--- config.mk ---
export PLATFORM = sky130hd
export DESIGN_NAME = timer_clock_select_mode_cfg
export DESIGN_NICKNAME = d
export VERILOG_FILES = /design/src/rtl/tmr_cfg_pkg.sv /design/src/rtl/ext_edge_sync.sv /design/src/rtl/timer_clock_select_mode_cfg.sv
export SDC_FILE = /design/constraint.sdc
export NUM_CORES = 1
export LEC_CHECK = 0
export BUFFER_PORTS_ARGS = -buffer_cell sky130_fd_sc_hd__buf_4
export CAP_MARGIN = 10
export CORE_MARGIN = 10
export CORE_UTILIZATION = 50
export CTS_CLUSTER_DIAMETER = 120
export DETAILED_ROUTE_END_ITERATION = 6
export PLACE_DENSITY_LB_ADDON = 0.3
export SLEW_MARGIN = 0
export SYNTH_ARGS = -nofsm -noshare
export SYNTH_HDL_FRONTEND = slang
export SYNTH_SLANG_ARGS = --single-unit
--- constraint.sdc ---
create_clock -name mclk_i -period 4 [get_ports mclk_i]
set_clock_uncertainty 0.05 [all_clocks]
set_input_delay 1 -clock mclk_i [delete_from_list [all_inputs] [get_ports mclk_i]]
set_output_delay 1 -clock mclk_i [all_outputs]
set_load 0.02 [all_outputs]
--- src/rtl/tmr_cfg_pkg.sv ---
// constants for the timer clock select and mode configuration block
// assumes a single system clock phi and an 8-bit register port
package tmr_cfg_pkg;

  // ****************************************************************
  // sizes
  // ****************************************************************
  localparam int NUM_CH = 6;
  localparam int NUM_SEL_CH = 4;
  localparam int NUM_EXT = 4;
  localparam int NUM_CD_CH = 2;
  localparam int ADDR_W = 4;
  localparam int DATA_W = 8;
  localparam int PRE_W = 12;
  localparam int NUM_TAP = 7;

  // ****************************************************************
  // register offsets
  // ****************************************************************
  localparam logic [3:0] MODE_BASE = 4'h0;
  localparam logic [3:0] MODE_LAST = 4'h5;
  localparam logic [3:0] CSEL_BASE = 4'h8;
  localparam logic [3:0] CSEL_LAST = 4'hb;

  // ****************************************************************
  // mode register fields and reset values
  // ****************************************************************
  localparam int BUF_B_BIT = 5;
  localparam int BUF_A_BIT = 4;
  localparam int OP_SEL_BIT3 = 3;
  localparam int OP_SEL_BIT2 = 2;
  localparam logic [1:0] MODE_RSV_HI = 2'h3;
  localparam logic [5:0] MODE_RESET = 6'h00;
  localparam logic [5:0] MODE_WMASK_CD = 6'h3f;
  localparam logic [5:0] MODE_WMASK_NOCD = 6'h0f;
  localparam logic [NUM_CH-1:0] HAS_CD = 6'h09;
  localparam logic [2:0] CSEL_RESET = 3'h0;
  localparam logic [2:0] CSEL_FIELD_ZERO = 3'h0;

  // ****************************************************************
  // operating mode codes
  // ****************************************************************
  localparam logic [3:0] OP_NORMAL = 4'h0;
  localparam logic [3:0] OP_PWM1 = 4'h2;
  localparam logic [3:0] OP_PWM2 = 4'h3;
  localparam logic [1:0] OP_PHASE_HI = 2'h1;

  // ****************************************************************
  // clock select codes and prescaler taps
  // ****************************************************************
  localparam logic [2:0] CS_DIV1 = 3'h0;
  localparam logic [2:0] CS_TOP = 3'h7;
  localparam logic [3:0] CH3_MODE_ADDR = 4'h3;
  // tap k ticks when the low TAP_W[k] prescaler bits are all ones
  // taps: phi/1, /4, /16, /64, /256, /1024, /4096
  localparam int TAP_W [NUM_TAP] = '{0, 2, 4, 6, 8, 10, 12};
  localparam int TAP_DIV1 = 0;
  localparam int TAP_DIV4 = 1;
  localparam int TAP_DIV16 = 2;
  localparam int TAP_DIV64 = 3;
  localparam int TAP_DIV256 = 4;
  localparam int TAP_DIV1024 = 5;
  localparam int TAP_DIV4096 = 6;

endpackage

--- src/rtl/ext_edge_sync.sv ---
// two-flop synchroniser with rising edge detection for one count pin
// assumes the pin is asynchronous to mclk_i
`timescale 1ns/1ps
module ext_edge_sync
(
  // clock and control
  input wire logic mclk_i,
  input wire logic rst_n_i,
  input wire logic ce_i,
  // pin and edge
  input wire logic pin_i,
  output logic rise_o
);

  logic meta_r;
  logic sync_r;
  logic last_r;

  // ****************************************************************
  // synchroniser
  // ****************************************************************
  always_ff @(posedge mclk_i or negedge rst_n_i)
  begin
    if (!rst_n_i)
    begin
      meta_r <= 1'b0;
      sync_r <= 1'b0;
      last_r <= 1'b0;
    end
    else if (ce_i)
    begin
      meta_r <= pin_i;
      sync_r <= meta_r;
      last_r <= sync_r;
    end
  end

  // one pulse per rising edge of the synchronised level
  assign rise_o = sync_r & ~last_r; // [RQ15]

endmodule

--- src/rtl/timer_clock_select_mode_cfg.sv ---
// clock select and mode registers for a six-channel pulse timer unit
// assumes a register port master on mclk_i and async count pins
// Operation
// RQ1: ch2 select: phi/1,/4,/16,/64, pins a,b,c, then phi/1024.
// RQ2: ch3 select: phi/1../64, pin a, then phi/1024, /256, /4096.
// RQ3: ch4 select: phi/1../64, pins a, c, phi/1024, ch5 wrap.
// RQ4: ch5 select: phi/1../64, pins a, c, phi/256, pin d.
// RQ5: channels 2, 4, 5 ignore clock select in phase counting modes.
// RQ6: each of six channels owns an independent 8-bit mode register.
// RQ7: software changes a mode register only while that counter halts.
// RQ8: mode bits 7 and 6 read one; writes to them do nothing.
// RQ9: bit 5 pairs registers b and d; d then raises no events.
// RQ10: bit 4 pairs registers a and c; c then raises no events.
// RQ11: channels 1, 2, 4, 5 read buffer bits as zero, ignore writes.
// RQ12: software writes zero to mode bit 3; mode field resets zero.
// RQ13: mode 0 normal, 2 pwm1, 3 pwm2, 4 to 7 phase 1 to 4.
// RQ14: software never selects phase counting on channels 0 and 3.
// RQ15: count pins synchronised; one count per detected rising edge.
`timescale 1ns/1ps
module timer_clock_select_mode_cfg
  import tmr_cfg_pkg::*;
(
  // clock, reset, enable
  input wire logic mclk_i,
  input wire logic resetn_i,
  input wire logic ce_i,
  // register port
  input wire logic [ADDR_W-1:0] addr_i,
  input wire logic [DATA_W-1:0] wdata_i,
  input wire logic wr_i,
  input wire logic rd_i,
  output logic [DATA_W-1:0] rdata_o,
  // count sources
  input wire logic ext_count_in_a_i,
  input wire logic ext_count_in_b_i,
  input wire logic ext_count_in_c_i,
  input wire logic ext_count_in_d_i,
  input wire logic ch5_counter_wrap_i,
  // count advance strobes for channels 2 to 5
  output logic [NUM_SEL_CH-1:0] count_tick_o,
  // decoded mode per channel
  output logic [NUM_CH-1:0] buffer_pair_a_en_o,
  output logic [NUM_CH-1:0] buffer_pair_b_en_o,
  output logic [NUM_CH-1:0] op_normal_o,
  output logic [NUM_CH-1:0] op_pwm1_o,
  output logic [NUM_CH-1:0] op_pwm2_o,
  output logic [NUM_CH-1:0] op_phase_o,
  output logic [2*NUM_CH-1:0] op_phase_sel_o,
  // register c and d events of channels 0 and 3
  input wire logic [NUM_CD_CH-1:0] gr_c_event_i,
  input wire logic [NUM_CD_CH-1:0] gr_d_event_i,
  output logic [NUM_CD_CH-1:0] gr_c_event_o,
  output logic [NUM_CD_CH-1:0] gr_d_event_o
);

  // ****************************************************************
  // declarations
  // ****************************************************************
  logic rst_s1_r;
  logic rst_n;
  logic [PRE_W-1:0] pre_r;
  logic [PRE_W-1:0] pre_nxt;
  logic [NUM_TAP-1:0] div_tick;
  logic [NUM_EXT-1:0] ext_pin;
  logic [NUM_EXT-1:0] ext_rise;
  logic [5:0] mode_r [NUM_CH];
  logic [2:0] csel_r [NUM_SEL_CH];
  logic [DATA_W-1:0] rdata_r;
  logic [DATA_W-1:0] rd_val;
  logic [NUM_SEL_CH-1:0] count_tick_r;
  logic [NUM_SEL_CH-1:0] tick_nxt;
  logic [7:0] src2;
  logic [7:0] src3;
  logic [7:0] src4;
  logic [7:0] src5;
  logic mode_hit;
  logic csel_hit;
  logic [2:0] mode_idx;
  logic [1:0] csel_idx;

  // ****************************************************************
  // reset release
  // ****************************************************************
  always_ff @(posedge mclk_i or negedge resetn_i)
  begin
    if (!resetn_i)
    begin
      rst_s1_r <= 1'b0;
      rst_n <= 1'b0;
    end
    else
    begin
      rst_s1_r <= 1'b1;
      rst_n <= rst_s1_r;
    end
  end

  // ****************************************************************
  // prescaler
  // ****************************************************************
  assign pre_nxt = pre_r + 1'b1;

  always_ff @(posedge mclk_i or negedge rst_n)
  begin
    if (!rst_n)
      pre_r <= '0;
    else if (ce_i)
      pre_r <= pre_nxt;
  end

  for (genvar k = 0; k < NUM_TAP; k++)
  begin : g_tap
    if (TAP_W[k] == 0)
    begin : g_div1
      assign div_tick[k] = 1'b1;
    end
    else
    begin : g_divn
      assign div_tick[k] = &pre_r[TAP_W[k]-1:0];
    end
  end

  // ****************************************************************
  // external count pins
  // ****************************************************************
  assign ext_pin = {ext_count_in_d_i, ext_count_in_c_i,
                    ext_count_in_b_i, ext_count_in_a_i};

  for (genvar p = 0; p < NUM_EXT; p++)
  begin : g_ext
    ext_edge_sync u_sync
    (
      .mclk_i(mclk_i),
      .rst_n_i(rst_n),
      .ce_i(ce_i),
      .pin_i(ext_pin[p]),
      .rise_o(ext_rise[p])
    );
  end

  // ****************************************************************
  // register decode
  // ****************************************************************
  assign mode_hit = (addr_i >= MODE_BASE) && (addr_i <= MODE_LAST);
  assign csel_hit = (addr_i >= CSEL_BASE) && (addr_i <= CSEL_LAST);
  assign mode_idx = 3'(addr_i - MODE_BASE);
  assign csel_idx = 2'(addr_i - CSEL_BASE);

  // ****************************************************************
  // mode registers
  // ****************************************************************
  for (genvar c = 0; c < NUM_CH; c++)
  begin : g_mode
    logic mode_we;
    logic [5:0] wmask;
    assign mode_we = wr_i && (addr_i == (MODE_BASE + 4'(c)));
    // buffer bits exist only where registers c and d exist
    assign wmask = HAS_CD[c] ? MODE_WMASK_CD : MODE_WMASK_NOCD; // [RQ11]

    always_ff @(posedge mclk_i or negedge rst_n)
    begin
      if (!rst_n)
        mode_r[c] <= MODE_RESET; // [RQ12]
      else if (ce_i && mode_we)
        mode_r[c] <= wdata_i[5:0] & wmask; // [RQ6]
    end

    assign buffer_pair_a_en_o[c] = mode_r[c][BUF_A_BIT]; // [RQ10]
    assign buffer_pair_b_en_o[c] = mode_r[c][BUF_B_BIT]; // [RQ9]
    assign op_normal_o[c] = mode_r[c][3:0] == OP_NORMAL; // [RQ13]
    assign op_pwm1_o[c] = mode_r[c][3:0] == OP_PWM1; // [RQ13]
    assign op_pwm2_o[c] = mode_r[c][3:0] == OP_PWM2; // [RQ13]
    assign op_phase_o[c] = mode_r[c][3:2] == OP_PHASE_HI; // [RQ13]
    assign op_phase_sel_o[2*c +: 2] = mode_r[c][1:0]; // [RQ13]
  end

  // ****************************************************************
  // clock select registers, channels 2 to 5
  // ****************************************************************
  for (genvar s = 0; s < NUM_SEL_CH; s++)
  begin : g_csel
    logic csel_we;
    assign csel_we = wr_i && (addr_i == (CSEL_BASE + 4'(s)));

    always_ff @(posedge mclk_i or negedge rst_n)
    begin
      if (!rst_n)
        csel_r[s] <= CSEL_RESET;
      else if (ce_i && csel_we)
        csel_r[s] <= wdata_i[2:0];
    end
  end

  // ****************************************************************
  // count source selection
  // ****************************************************************
  assign src2 = {div_tick[TAP_DIV1024], ext_rise[2], ext_rise[1],
                 ext_rise[0], div_tick[TAP_DIV64], div_tick[TAP_DIV16],
                 div_tick[TAP_DIV4], div_tick[TAP_DIV1]}; // [RQ1]
  assign src3 = {div_tick[TAP_DIV4096], div_tick[TAP_DIV256],
                 div_tick[TAP_DIV1024], ext_rise[0],
                 div_tick[TAP_DIV64], div_tick[TAP_DIV16],
                 div_tick[TAP_DIV4], div_tick[TAP_DIV1]}; // [RQ2]
  assign src4 = {ch5_counter_wrap_i, div_tick[TAP_DIV1024], ext_rise[2],
                 ext_rise[0], div_tick[TAP_DIV64], div_tick[TAP_DIV16],
                 div_tick[TAP_DIV4], div_tick[TAP_DIV1]}; // [RQ3]
  assign src5 = {ext_rise[3], div_tick[TAP_DIV256], ext_rise[2],
                 ext_rise[0], div_tick[TAP_DIV64], div_tick[TAP_DIV16],
                 div_tick[TAP_DIV4], div_tick[TAP_DIV1]}; // [RQ4]

  // phase counting channels take their count from the phase logic
  assign tick_nxt[0] = src2[csel_r[0]] & ~op_phase_o[2]; // [RQ5]
  assign tick_nxt[1] = src3[csel_r[1]];
  assign tick_nxt[2] = src4[csel_r[2]] & ~op_phase_o[4]; // [RQ5]
  assign tick_nxt[3] = src5[csel_r[3]] & ~op_phase_o[5]; // [RQ5]

  always_ff @(posedge mclk_i or negedge rst_n)
  begin
    if (!rst_n)
      count_tick_r <= '0;
    else if (ce_i)
      count_tick_r <= tick_nxt; // [RQ15]
  end

  assign count_tick_o = count_tick_r;

  // ****************************************************************
  // buffer pairing event suppression, channels 0 and 3
  // ****************************************************************
  assign gr_c_event_o[0] = gr_c_event_i[0] & ~mode_r[0][BUF_A_BIT]; // [RQ10]
  assign gr_c_event_o[1] = gr_c_event_i[1] & ~mode_r[3][BUF_A_BIT]; // [RQ10]
  assign gr_d_event_o[0] = gr_d_event_i[0] & ~mode_r[0][BUF_B_BIT]; // [RQ9]
  assign gr_d_event_o[1] = gr_d_event_i[1] & ~mode_r[3][BUF_B_BIT]; // [RQ9]

  // ****************************************************************
  // read port
  // ****************************************************************
  assign rd_val = mode_hit ? {MODE_RSV_HI, mode_r[mode_idx]} : // [RQ8]
                  csel_hit ? {5'h00, csel_r[csel_idx]} : 8'h00;

  always_ff @(posedge mclk_i or negedge rst_n)
  begin
    if (!rst_n)
      rdata_r <= '0;
    else if (ce_i && rd_i)
      rdata_r <= rd_val;
  end

  assign rdata_o = rdata_r;
endmodule

==> summary by stage, run 1 <==
Outcome
The flow ran to the end, and the final reports show no timing, DRC or antenna violations.

GRT
The first global-routing pass estimated 15.4 mm of wire. The via count of the first global-routing pass was 3075. The total routing usage reported by global routing is 0.161.

Summed over all layers, the global routing overflow is 0. The number of antenna violations at the first check in global routing was 0. The largest net degree at the start of global routing is 53.

Clock tree
CTS built an H-tree with a depth of 3. The post-CTS setup repair buffer count is 0. The number of hold-repair buffers added at the cts stage is 0.

TritonCTS created 9 clock buffers. In this run the clock root is driven by a sky130_fd_sc_hd__clkbuf_8. The maximum clock insertion buffer count is 2.

The tree built by TritonCTS fans out to 77 sinks. The later pin in the worst-skew pair is clocked with a latency of 0.34 ns. The CTS clock-pin slew for the worst setup and hold paths is 0.07 ns.

The number of gates resized after CTS is 0. TritonCTS built the clock tree.

Power and ir drop
The sequential share of power is 0.486. The share of total power dissipated in the clock network is 0.203. In this run the static leakage power is 2.16 nW. Of the total power, the share spent switching nets is 0.353. For this design the total switching power over the nets is 818 uW. Of the total power, combinational logic draws 0.311. Power spread over the standard cell area amounts to 493 mW/mm2. The internal power is 1.50 mW. VDD sags by at most 262 uV.

Worst setup path
The kind of cell adding the most delay to the critical path is flip-flops. The setup slack of the most critical reg-to-reg path is 2.25 ns. The critical path data arrival time is 1.39 ns. The element type at the critical path end is a primary output. The type of the worst setup path is reg2out.

The worst register-to-register path ends at count_tick_o[3]. The kind of start point of the critical path is a flop. The data required time of the worst path is 2.95 ns. The cell count of the worst reg-to-reg path is 5.

Among all stages on the critical path, the largest delay is contributed by sky130_fd_sc_hd__dfrtp_1. The largest incremental delay on the critical path is 0.43 ns. The critical path goes through nor4b_1 -> buf_4. The critical-path maximum fanout is 6. The worst register-to-register path begins at pre_r[0]. Together, buffers and inverters on the worst path number 1.

STA
The final-layout setup total negative slack is 0 ns. The maximum clock frequency is 409 MHz. Counting I/O delays and the setup requirement, the final critical path takes 2.44 ns. The share of the clock period used by the worst path is 0.611. The final number of hold-violating endpoints is 0. Setup violations remaining at the end of the flow were counted as 0. Setup repair after global routing left no endpoint under its margin.

The final-report max-slew violation count is 0. The slew of the pin with the lowest slew margin is 0.614 ns. The worst pin sits at a relative slew slack of 0.587.

Placed design
Routability-driven placement finished with a final weighted congestion of 0.807. The number of port buffers is 79. The post-placement cell area is 0.00453 mm2. Detailed placement ended at an HPWL of 6.94 mm.

Finish
The layout net count is 448. The share of cells above drive strength 1 is 0.363. After routing the design area is 0.00470 mm2. The number of diodes is 0. The area growth from synthesis to layout is 16.4%.

Hold path
The worst min-delay path class is reg2async.

Route
The first-iteration detailed-routing DRC count is 159. Dividing the detail-routed via count by the number of cells gives 5.63. The number of nets with antenna violations after routing is 0.

In the final routed layout, each cell accounts on average for 18.1 um. The final route contains 2962 vias. The routed design has 9.51 mm of wire.

For this run, design rule violations remaining after detail routing come to 0. The total iterations of the first detailed-routing run is 4.

Floorplanning
The horizontal die dimension is 110 um. The site row count is 32. Pin placement for this block handled 90 I/O pins. The y dimension of the die is 110 um.

The area of the placeable core is 0.00781 mm2. For this configuration, the core starts out at a cell density of 0.517. The die area is 0.0121 mm2.

Logic synthesis
Counting flops with a built-in enable in the synthesized netlist gives 0. The netlist area before placement is 0.00404 mm2. In the synthesized netlist, the number of instances is 363. The count of unique library cells instantiated by Yosys is 50. A synthesized cell averages 11.1 um2. Of all flip-flops after synthesis, the portion carrying an async set or reset was 1.00.

The part of the Yosys area used for sequential elements is 0.477. The main flop type after synthesis is sky130_fd_sc_hd__dfrtp_1. Synthesis inferred 77 register bits. The total number of yosys warnings is 0.

Job
The count of max-cap constraint violations is 0.
cell usage after synthesis, types with 5 or more instances:
master                     instances  area share
sky130_fd_sc_hd__clkbuf_1          5      0.0046
sky130_fd_sc_hd__nor4b_1           7       0.015
sky130_fd_sc_hd__nor2b_1          12       0.019
sky130_fd_sc_hd__mux2_2           54        0.15
sky130_fd_sc_hd__a21oi_1           7      0.0087
sky130_fd_sc_hd__a22oi_1           6       0.011
sky130_fd_sc_hd__nor2_1           17       0.016
sky130_fd_sc_hd__nand3_1          10       0.012
sky130_fd_sc_hd__dfrtp_1          77        0.48
sky130_fd_sc_hd__nor3_1            9       0.011
sky130_fd_sc_hd__mux2i_1          13       0.032
sky130_fd_sc_hd__o21ai_0           8      0.0099
sky130_fd_sc_hd__nand2_1          26       0.024
sky130_fd_sc_hd__buf_2             7      0.0087
sky130_fd_sc_hd__xnor2_1           7       0.015
sky130_fd_sc_hd__nand2b_1          5      0.0077
sky130_fd_sc_hd__buf_4            26       0.048
sky130_fd_sc_hd__inv_1             7      0.0065
sky130_fd_sc_hd__nor4_1            7       0.011
layout make-up:
cell class / instances / area (um2)
flip-flops and latches: 77 / 1930
well taps: 102 / 128
fillers: 661 / 3110
clock inverters: 3 / 15.0
clock buffers: 11 / 131
multi-input cells: 245 / 1850
inverters: 7 / 26.3
repair buffers: 81 / 621
logic make-up after synthesis:
| group | share of synthesized area |
|---|---|
| other | 0.00186 |
| multiplexers | 0.188 |
| XOR/XNOR | 0.0239 |
| flip-flops | 0.477 |
| AO/OA/AOI/OAI | 0.0744 |
| buffers and inverters | 0.0713 |
| adder cells (fa/ha/maj) | 0.00310 |
| AND/OR/NAND/NOR | 0.160 |
sequential cells by signal, indices dropped and copies added, names as in the netlist:
signal,cells
rst_s1_r,1
rst_n,1
buffer_pair_b_en_o,2
op_phase_sel_o,12
mode_r,12
csel_r,12
pre_r,12
count_tick_o,4
g_ext.u_sync.meta_r,4
g_ext.u_sync.last_r,4
rdata_o,7
g_ext.u_sync.sync_r,4
buffer_pair_a_en_o,2
per-stage QoR:
stage | util | power [mW] | hold WS [ns] | std cells | setup WS (ns)
after CTS | 0.599 | 2.34 | 0.309 | 525 | 1.53
final | 0.602 | 2.32 | 0.125 | 526 | 1.56
after floorplan | - | 1.61 | 0.281 | 370 | 1.62
after detailed placement | 0.581 | 1.87 | 0.289 | 511 | 1.45
after global placement | 0.581 | 1.84 | 0.289 | 511 | 1.53
after global routing | 0.602 | 2.46 | 0.158 | 526 | 1.44
cell usage in the layout, fill, tap and decap left out, types with 2 or more instances in the layout:
cell	n
sky130_fd_sc_hd__o2bb2ai_1	2
sky130_fd_sc_hd__a21oi_1	7
sky130_fd_sc_hd__nand2_1	26
sky130_fd_sc_hd__o21ai_0	8
sky130_fd_sc_hd__nor2b_1	12
sky130_fd_sc_hd__mux2_2	54
sky130_fd_sc_hd__a22o_1	4
sky130_fd_sc_hd__nand2b_1	5
sky130_fd_sc_hd__clkbuf_1	2
sky130_fd_sc_hd__mux2i_1	13
sky130_fd_sc_hd__dfrtp_1	76
sky130_fd_sc_hd__o31ai_1	3
sky130_fd_sc_hd__nand4_1	4
sky130_fd_sc_hd__inv_1	7
sky130_fd_sc_hd__o2111ai_1	3
sky130_fd_sc_hd__a22oi_1	6
sky130_fd_sc_hd__xnor2_1	7
sky130_fd_sc_hd__nor3b_1	2
sky130_fd_sc_hd__conb_1	9
sky130_fd_sc_hd__nor2_1	17
sky130_fd_sc_hd__xor2_1	4
sky130_fd_sc_hd__nor4bb_1	3
sky130_fd_sc_hd__nor3_1	9
sky130_fd_sc_hd__clkbuf_8	9
sky130_fd_sc_hd__clkinv_2	3
sky130_fd_sc_hd__nor4_1	7
sky130_fd_sc_hd__buf_4	80
sky130_fd_sc_hd__nor4b_1	7
sky130_fd_sc_hd__nand3_1	10
sky130_fd_sc_hd__nand3b_1	3
sky130_fd_sc_hd__o211ai_1	2
power groups by stage:
stage | clock, mW | combinational (mW) | sequential [mW]
final | 0.470 | 0.721 | 1.13
after detailed placement | 0 | 0.719 | 1.15
after CTS | 0.482 | 0.721 | 1.14
after global placement | 0 | 0.701 | 1.14
after global routing | 0.513 | 0.789 | 1.16
after floorplan | 0 | 0.503 | 1.11
routing by layer:
metal,up-vias,share of wire,global-route usage
met1,1478,0.43,0.213
met4,0,0.014,0.0548
met2,82,0.47,0.246
li1,1393,-,-
met3,9,0.079,0.0468
met5,-,0,0
how the worst max path moves through the flow:
stage                     cells past startpoint  slack, ns         endpoint            start
after detailed placement                      5       1.45       rdata_o[2]             ce_i
after CTS                                     2       1.53     op_pwm1_o[3]       mode_r[15]
after floorplan                               1       1.62  gr_c_event_o[0]  gr_c_event_i[0]
final                                         2       1.56     op_pwm1_o[3]       mode_r[15]
after global routing                          2       1.44     op_pwm1_o[3]       mode_r[15]
after global placement                        5       1.53       rdata_o[0]             ce_i
(Power assumes the default switching activity.)
==> run 2, diff against run 1 <==
- CORE_UTILIZATION: 50 -> 49
- clock period: 4 -> 2.07 ns (I/O delays scaled with it)
==> run 2 against run 1 <==
Against the previous run:
- register-to-register slack worse by 1.9 ns
- first-iteration DRC count fell by 23%
- cell count increased by 2.1%
- global-route usage is 0.67 points lower
- die area grew 1.7%
- critical endpoint is now op_phase_o[4]
- largest cell class unchanged
- largest power group unchanged
==> summary by stage, run 2 (synthesis results as in run 1) <==
Clock tree
The clock sink count is 77 (unchanged). The source-to-sink clock delay at the later pin of the worst-skew pair was 0.35 ns (about the same). The post-CTS setup repair buffer count is 0 (unchanged). TritonCTS built the clock tree. The CTS clock-pin slew for the worst setup and hold paths is 0.08 ns (about the same).

The maximum clock insertion buffer count is 2 (unchanged). The CTS root buffer is sky130_fd_sc_hd__clkbuf_8. The number of buffers inserted during clock tree synthesis came to 9 (unchanged). The number of hold-repair buffers added at the cts stage is 1 (+1). The number of gates resized after CTS is 0 (unchanged). The depth of the CTS H-tree is 3 (unchanged).

Route
The routed length on met2 was 4.58 mm (+1.5%). The total iterations of the first detailed-routing run is 4 (unchanged). The average wire per cell in the routed design came to 17.8 um (-1.7%).

The vias after detailed routing is 2942 (-0.68%). The number of nets with antenna violations after routing is 0 (unchanged). The residual DRC count is 0 (unchanged). The wire length on met1 is 4.32 mm (+5.1%). The first-iteration detailed-routing DRC count came to 123 (-23%). The wire length after detailed routing is 9.54 mm (+0.30%). The wire length on met3 was 535 um (-29%).

The uppermost metal layer occupied by signal nets is met4. The via density per instance is 5.48 (-2.7%).

STA
The shortest period the worst path allows is 1.94 ns. The final-report max-slew violation count came to 0 (unchanged). The final number of hold-violating endpoints was 0 (unchanged). The worst relative slew slack was 0.612 (+0.0251). Setup repair after global routing left no endpoint under its margin.

The final-layout setup total negative slack is 0 ns (unchanged). The slew of the pin with the lowest slew margin is 0.581 ns (-0.0329 ns). The share of the clock period used by the worst path is 0.939. The final worst-path setup slack is 0.127 ns (-1.43 ns).

The final setup violation count came to 0 (unchanged). Static timing analysis puts the maximum clock frequency at 515 MHz.

Placed design
The post-placement cell area is 0.00461 mm2 (+1.6%). The half-perimeter wire length after detailed placement is 7.03 mm (+1.3%). The weighted congestion at the end of routability-driven global placement is 0.827 (+2.5%). The post-placement setup slack is 0.229 ns (-1.22 ns). The number of port buffers came to 79 (unchanged).

GRT
The final global-route overflow total came to 0 (unchanged). The wire length of the first global-routing pass was 15.8 mm (+2.9%). The largest net degree at the start of global routing came to 29 (-45%). The via count of the first global-routing pass came to 3099 (+0.78%).

The number of antenna violations at the first check in global routing is 0 (unchanged). The total routing usage reported by global routing is 0.154 (-0.00666).

Floorplanning
The die area came to 0.0123 mm2 (+1.7%). The number of top-level design ports is 90 (unchanged). The site row count is 33 (+3.1%). The area of the placeable core is 0.00813 mm2 (+4.2%). The horizontal die dimension is 111 um (+0.83%). The y dimension of the die came to 111 um (+0.83%).

The initial standard-cell utilization of the core is 0.497 (-0.0208).

Finish
In the layout the commonest cells are sky130_fd_sc_hd__buf_4, sky130_fd_sc_hd__dfrtp_1, sky130_fd_sc_hd__mux2_2, sky130_fd_sc_hd__nand2_1, sky130_fd_sc_hd__nor2_1. The multi-input gate area in the final layout is 0.00185 mm2 (unchanged). The final cell area excluding filler cells is 0.00482 mm2 (+2.6%). The number of diodes is 0 (unchanged). The layout net count is 454 (+1.3%).

The area growth from synthesis to layout is 19.4%. The filler cell count in the final layout is 663 (+0.30%). The utilization after layout is 0.593 (-0.00894).

The register area is 0.00193 mm2 (unchanged). The share of cells above drive strength 1 is 0.373 (+0.00948). The commonest non-fill, non-tap cell in the layout is sky130_fd_sc_hd__buf_4.

Outcome
The run finished with clean final reports.

Power and ir drop
The power density of the placed cells is 994 mW/mm2 (+100%). The leakage power summed over all cells is 2.22 nW (+2.8%). The largest voltage drop on the vdd net is 573 uV (+120%).

Worst setup path
The critical-path maximum fanout was 6 (unchanged). The element type at the critical path end is a primary output. The critical path is of the reg2out type. The critical path data arrival time is 1.38 ns (about the same).

The data required time of the worst path is 1.50 ns (-1.45 ns). The kind of start point of the critical path is a flop.

Hold path
The worst min-delay path class is reg2async.

Job
The count of max-cap constraint violations is 0 (unchanged).
## run 2: cell types whose count changed in the layout (fill, tap and decap cells not counted)
cell,before,now
sky130_fd_sc_hd__buf_4,80,84
sky130_fd_sc_hd__dlygate4sd3_1,0,1
sky130_fd_sc_hd__buf_12,1,2
sky130_fd_sc_hd__bufinv_16,0,2
## run 2: critical path: stages, from the launching register on
cell                      delay, ns
sky130_fd_sc_hd__dfrtp_1       0.45
sky130_fd_sc_hd__nor2b_1       0.36
sky130_fd_sc_hd__buf_4         0.22
## run 2: stage by stage
step / power (mW) / hold WS [ns] / instances
3_3_place_gp: 3.58 / 0.237 / 520
5_1_grt: 5.07 / 0.265 / 537
4_1_cts: 4.84 / 0.239 / 537
2_1_floorplan: 3.12 / 0.172 / 370
3_5_place_dp: 3.63 / 0.239 / 520
6_report: 4.79 / 0.218 / 537
## run 2: report_power, final
part	total [mW]	leakage [nW]	internal, mW	switching [mW]
combinational	1.40	1.15	0.688	0.712
clock	1.20	0.107	0.674	0.530
sequential	2.19	0.971	1.80	0.388
total	4.79	2.22	3.16	1.63
## run 2: cell type report
cell class,instances,share of cell area
Inverter,7,0.00545
Clock buffer,11,0.0272
Tap cell,105,0.0272
Timing Repair Buffer,87,0.141
Multi-Input combinational cell,245,0.384
Sequential cell,77,0.400
Clock inverter,5,0.0156
## run 2: routing by layer
metal | vias up | GRT usage
met5 | - | 0
met4 | 0 | 0.0582
met3 | 8 | 0.0400
met2 | 85 | 0.245
met1 | 1442 | 0.196
li1 | 1407 | -
## run 2: path summary, 6_finish.rpt
| path | from | endpoint | slack [ns] | cells after the start |
|---|---|---|---|---|
| max | mode_r[8] | op_phase_o[4] | 0.13 | 2 |
| min | rst_n | g_ext[1].u_sync.sync_r | 0.22 | 0 |
| max reg2reg | pre_r[0] | count_tick_o[0] | 0.33 | 5 |
| min reg2reg | rst_n | g_ext[1].u_sync.sync_r | 0.22 | 0 |
| max in group asynchronous | rst_n | rdata_o[0] | 1.20 | 1 |
| min in group mclk_i | rst_s1_r | rst_n | 0.30 | 0 |
==> run 3, diff against run 2 <==
- CELL_PAD_IN_SITES_DETAIL_PLACEMENT: unset -> 2
- CELL_PAD_IN_SITES_GLOBAL_PLACEMENT: unset -> 2
- CORE_UTILIZATION: 49 -> 31
==> run 3 against run 2 <==
Against the previous run:
- sequential power barely moved
- worst hold slack better by 0.030 ns
- critical path type unchanged
- power grew 9.0%
==> summary by stage, run 3 (synthesis results as in run 1) <==
STA
The worst relative slew slack is 0.622 (+0.00936). The final-report max-slew violation count was 0 (unchanged). The shortest period the worst path allows is 1.92 ns (-0.0193 ns).

The share of the clock period used by the worst path is 0.929 (-0.00932). The final-layout setup total negative slack was 0 ns (unchanged). The final number of hold-violating endpoints came to 0 (unchanged). Setup repair after global routing left no endpoint under its margin.

The maximum clock frequency is 520 MHz (+1.0%). The slew of the pin with the lowest slew margin came to 0.559 ns (-0.0219 ns). The final setup violation count was 0 (unchanged). The worst hold slack is 0.248 ns (+0.0296 ns).

Worst setup path
STA classifies the critical path endpoint as a primary output. The worst setup path is of the reg2out kind. The kind of start point of the critical path is a flop. The critical-path maximum fanout came to 6 (unchanged). The signal on the critical path passes through nor4_1 -> buf_4.

The cell count of the worst reg-to-reg path is 5 (unchanged). The largest incremental delay on the critical path is 0.46 ns (about the same). The data required time of the worst path is 1.50 ns (about the same).

The cell at the slowest stage of the critical path is sky130_fd_sc_hd__dfrtp_1. The critical path data arrival time came to 1.36 ns (-0.02 ns).

Floorplanning
The site row count came to 41 (+24%). The area of the placeable core is 0.0127 mm2 (+56%). The initial standard-cell utilization of the core is 0.319 (-0.178). The horizontal die dimension is 134 um (+21%). The die area was 0.0180 mm2 (+47%).

The y dimension of the die is 134 um (+21%). The number of top-level design ports came to 90 (unchanged).

Route
The average wire per cell in the routed design is 19.9 um (+12%). The number of nets with antenna violations after routing is 0 (unchanged). The first-iteration detailed-routing DRC count is 111 (-9.8%). The total iterations of the first detailed-routing run is 4 (unchanged). The residual DRC count is 0 (unchanged). The wire length after detailed routing came to 11.9 mm (+25%). The vias after detailed routing was 3022 (+2.7%). The via density per instance is 5.03 (-8.2%).

Finish
The library cells used most frequently in the layout, excluding fill and tap cells, are sky130_fd_sc_hd__buf_4, sky130_fd_sc_hd__dfrtp_1, sky130_fd_sc_hd__mux2_2, sky130_fd_sc_hd__nand2_1, sky130_fd_sc_hd__nor2_1. The number of diodes is 0 (unchanged). The share of cells above drive strength 1 is 0.371 (-0.00206). The area growth from synthesis to layout is 23.0%. The layout net count is 452 (-0.44%).

The library cell used most frequently in the layout, excluding fill and tap cells, is sky130_fd_sc_hd__buf_4.

Clock tree
The source-to-sink clock delay at the later pin of the worst-skew pair was 0.35 ns (about the same). The CTS tree is built. The maximum clock insertion buffer count came to 2 (unchanged). The CTS clock-pin slew for the worst setup and hold paths is 0.06 ns (-0.02 ns).

Clock tree synthesis selected as its root buffer the cell sky130_fd_sc_hd__clkbuf_16. The clock sink count is 77 (unchanged). The number of buffers inserted during clock tree synthesis was 9 (unchanged). The post-CTS setup repair buffer count came to 0 (unchanged). The depth of the CTS H-tree is 3 (unchanged).

GRT
The final global-route overflow total is 0 (unchanged). The total routing usage reported by global routing was 0.140 (-0.0137). The number of antenna violations at the first check in global routing is 0 (unchanged). The via count of the first global-routing pass is 3427 (+11%). The wire length of the first global-routing pass is 19.9 mm (+25%).

The largest net degree at the start of global routing is 76 (+160%).

Placed design
The number of port buffers is 79 (unchanged). The weighted congestion at the end of routability-driven global placement was 0.761 (-8.0%). The half-perimeter wire length after detailed placement is 8.80 mm (+25%).

Power and ir drop
The power density of the placed cells came to 1050 mW/mm2 (+5.8%). The largest voltage drop on the vdd net is 375 uV (-35%). The leakage power summed over all cells is 2.24 nW (+0.90%).

Hold path
The worst hold path belongs to the class reg2async.

Outcome
The flow ran to the end, and the final reports show no timing, DRC or antenna violations.

Job
The count of max-cap constraint violations is 0 (unchanged).
-- run 3: routing by layer --
metal,wire [um],global-route usage
met5,0,0
met4,204,0.0562
met3,413,0.0344
met2,5760,0.220
met1,5560,0.181
-- run 3: timing repair --
action,in CTS,in global routing
hold buffers,1,0
endpoints found under the setup margin,0,2
gates resized for setup,0,2
hold endpoints to repair,2,0
-- run 3: report_power, final --
part / internal [mW] / total (mW) / switching (mW) / leakage, nW
logic: 0.685 / 1.46 / 0.770 / 1.13
registers: 1.81 / 2.20 / 0.399 / 0.971
clock network: 0.959 / 1.56 / 0.604 / 0.140
total: 3.45 / 5.22 / 1.77 / 2.24
-- run 3: per-stage QoR --
stage | util | setup slack, ns | power [mW] | instance area [um2] | std cells
after global placement | 0.368 | 0.172 | 3.62 | 4660 | 585
after detailed placement | 0.368 | 0.127 | 3.70 | 4660 | 585
after CTS | 0.391 | 0.0789 | 5.30 | 4960 | 601
after global routing | 0.392 | 0.0192 | 5.56 | 4970 | 601
after floorplan | - | 0.300 | 3.12 | 4070 | 370
final | 0.392 | 0.146 | 5.22 | 4970 | 601
-- run 3: cell type report --
class                      instances  area, um2
timing repair buffer              85        653
tap                              172        215
inverter                           7       26.3
multi-input combinational        245       1860
fill                            1336       7700
clock buffer                      13        250
sequential                        77       1930
clock inverter                     2       35.0
-- run 3: critical path, delay by kind of cell (launching register included) --
kind	cells	cell delay (ns)
buffers and inverters	1	0.21
flip-flops	1	0.46
AND/OR/NAND/NOR	1	0.35
-- run 3: worst paths after layout --
path	endpoint	slack [ns]	from
setup / recovery	op_normal_o[2]	0.15	mode_r[21]
hold / removal	op_phase_sel_o[8]	0.25	rst_n
setup reg to reg	count_tick_o[2]	0.25	pre_r[0]
hold reg to reg	op_phase_sel_o[8]	0.25	rst_n
max in group asynchronous	buffer_pair_b_en_o[3]	1.38	rst_n
min in group mclk_i	rst_n	0.30	rst_s1_r
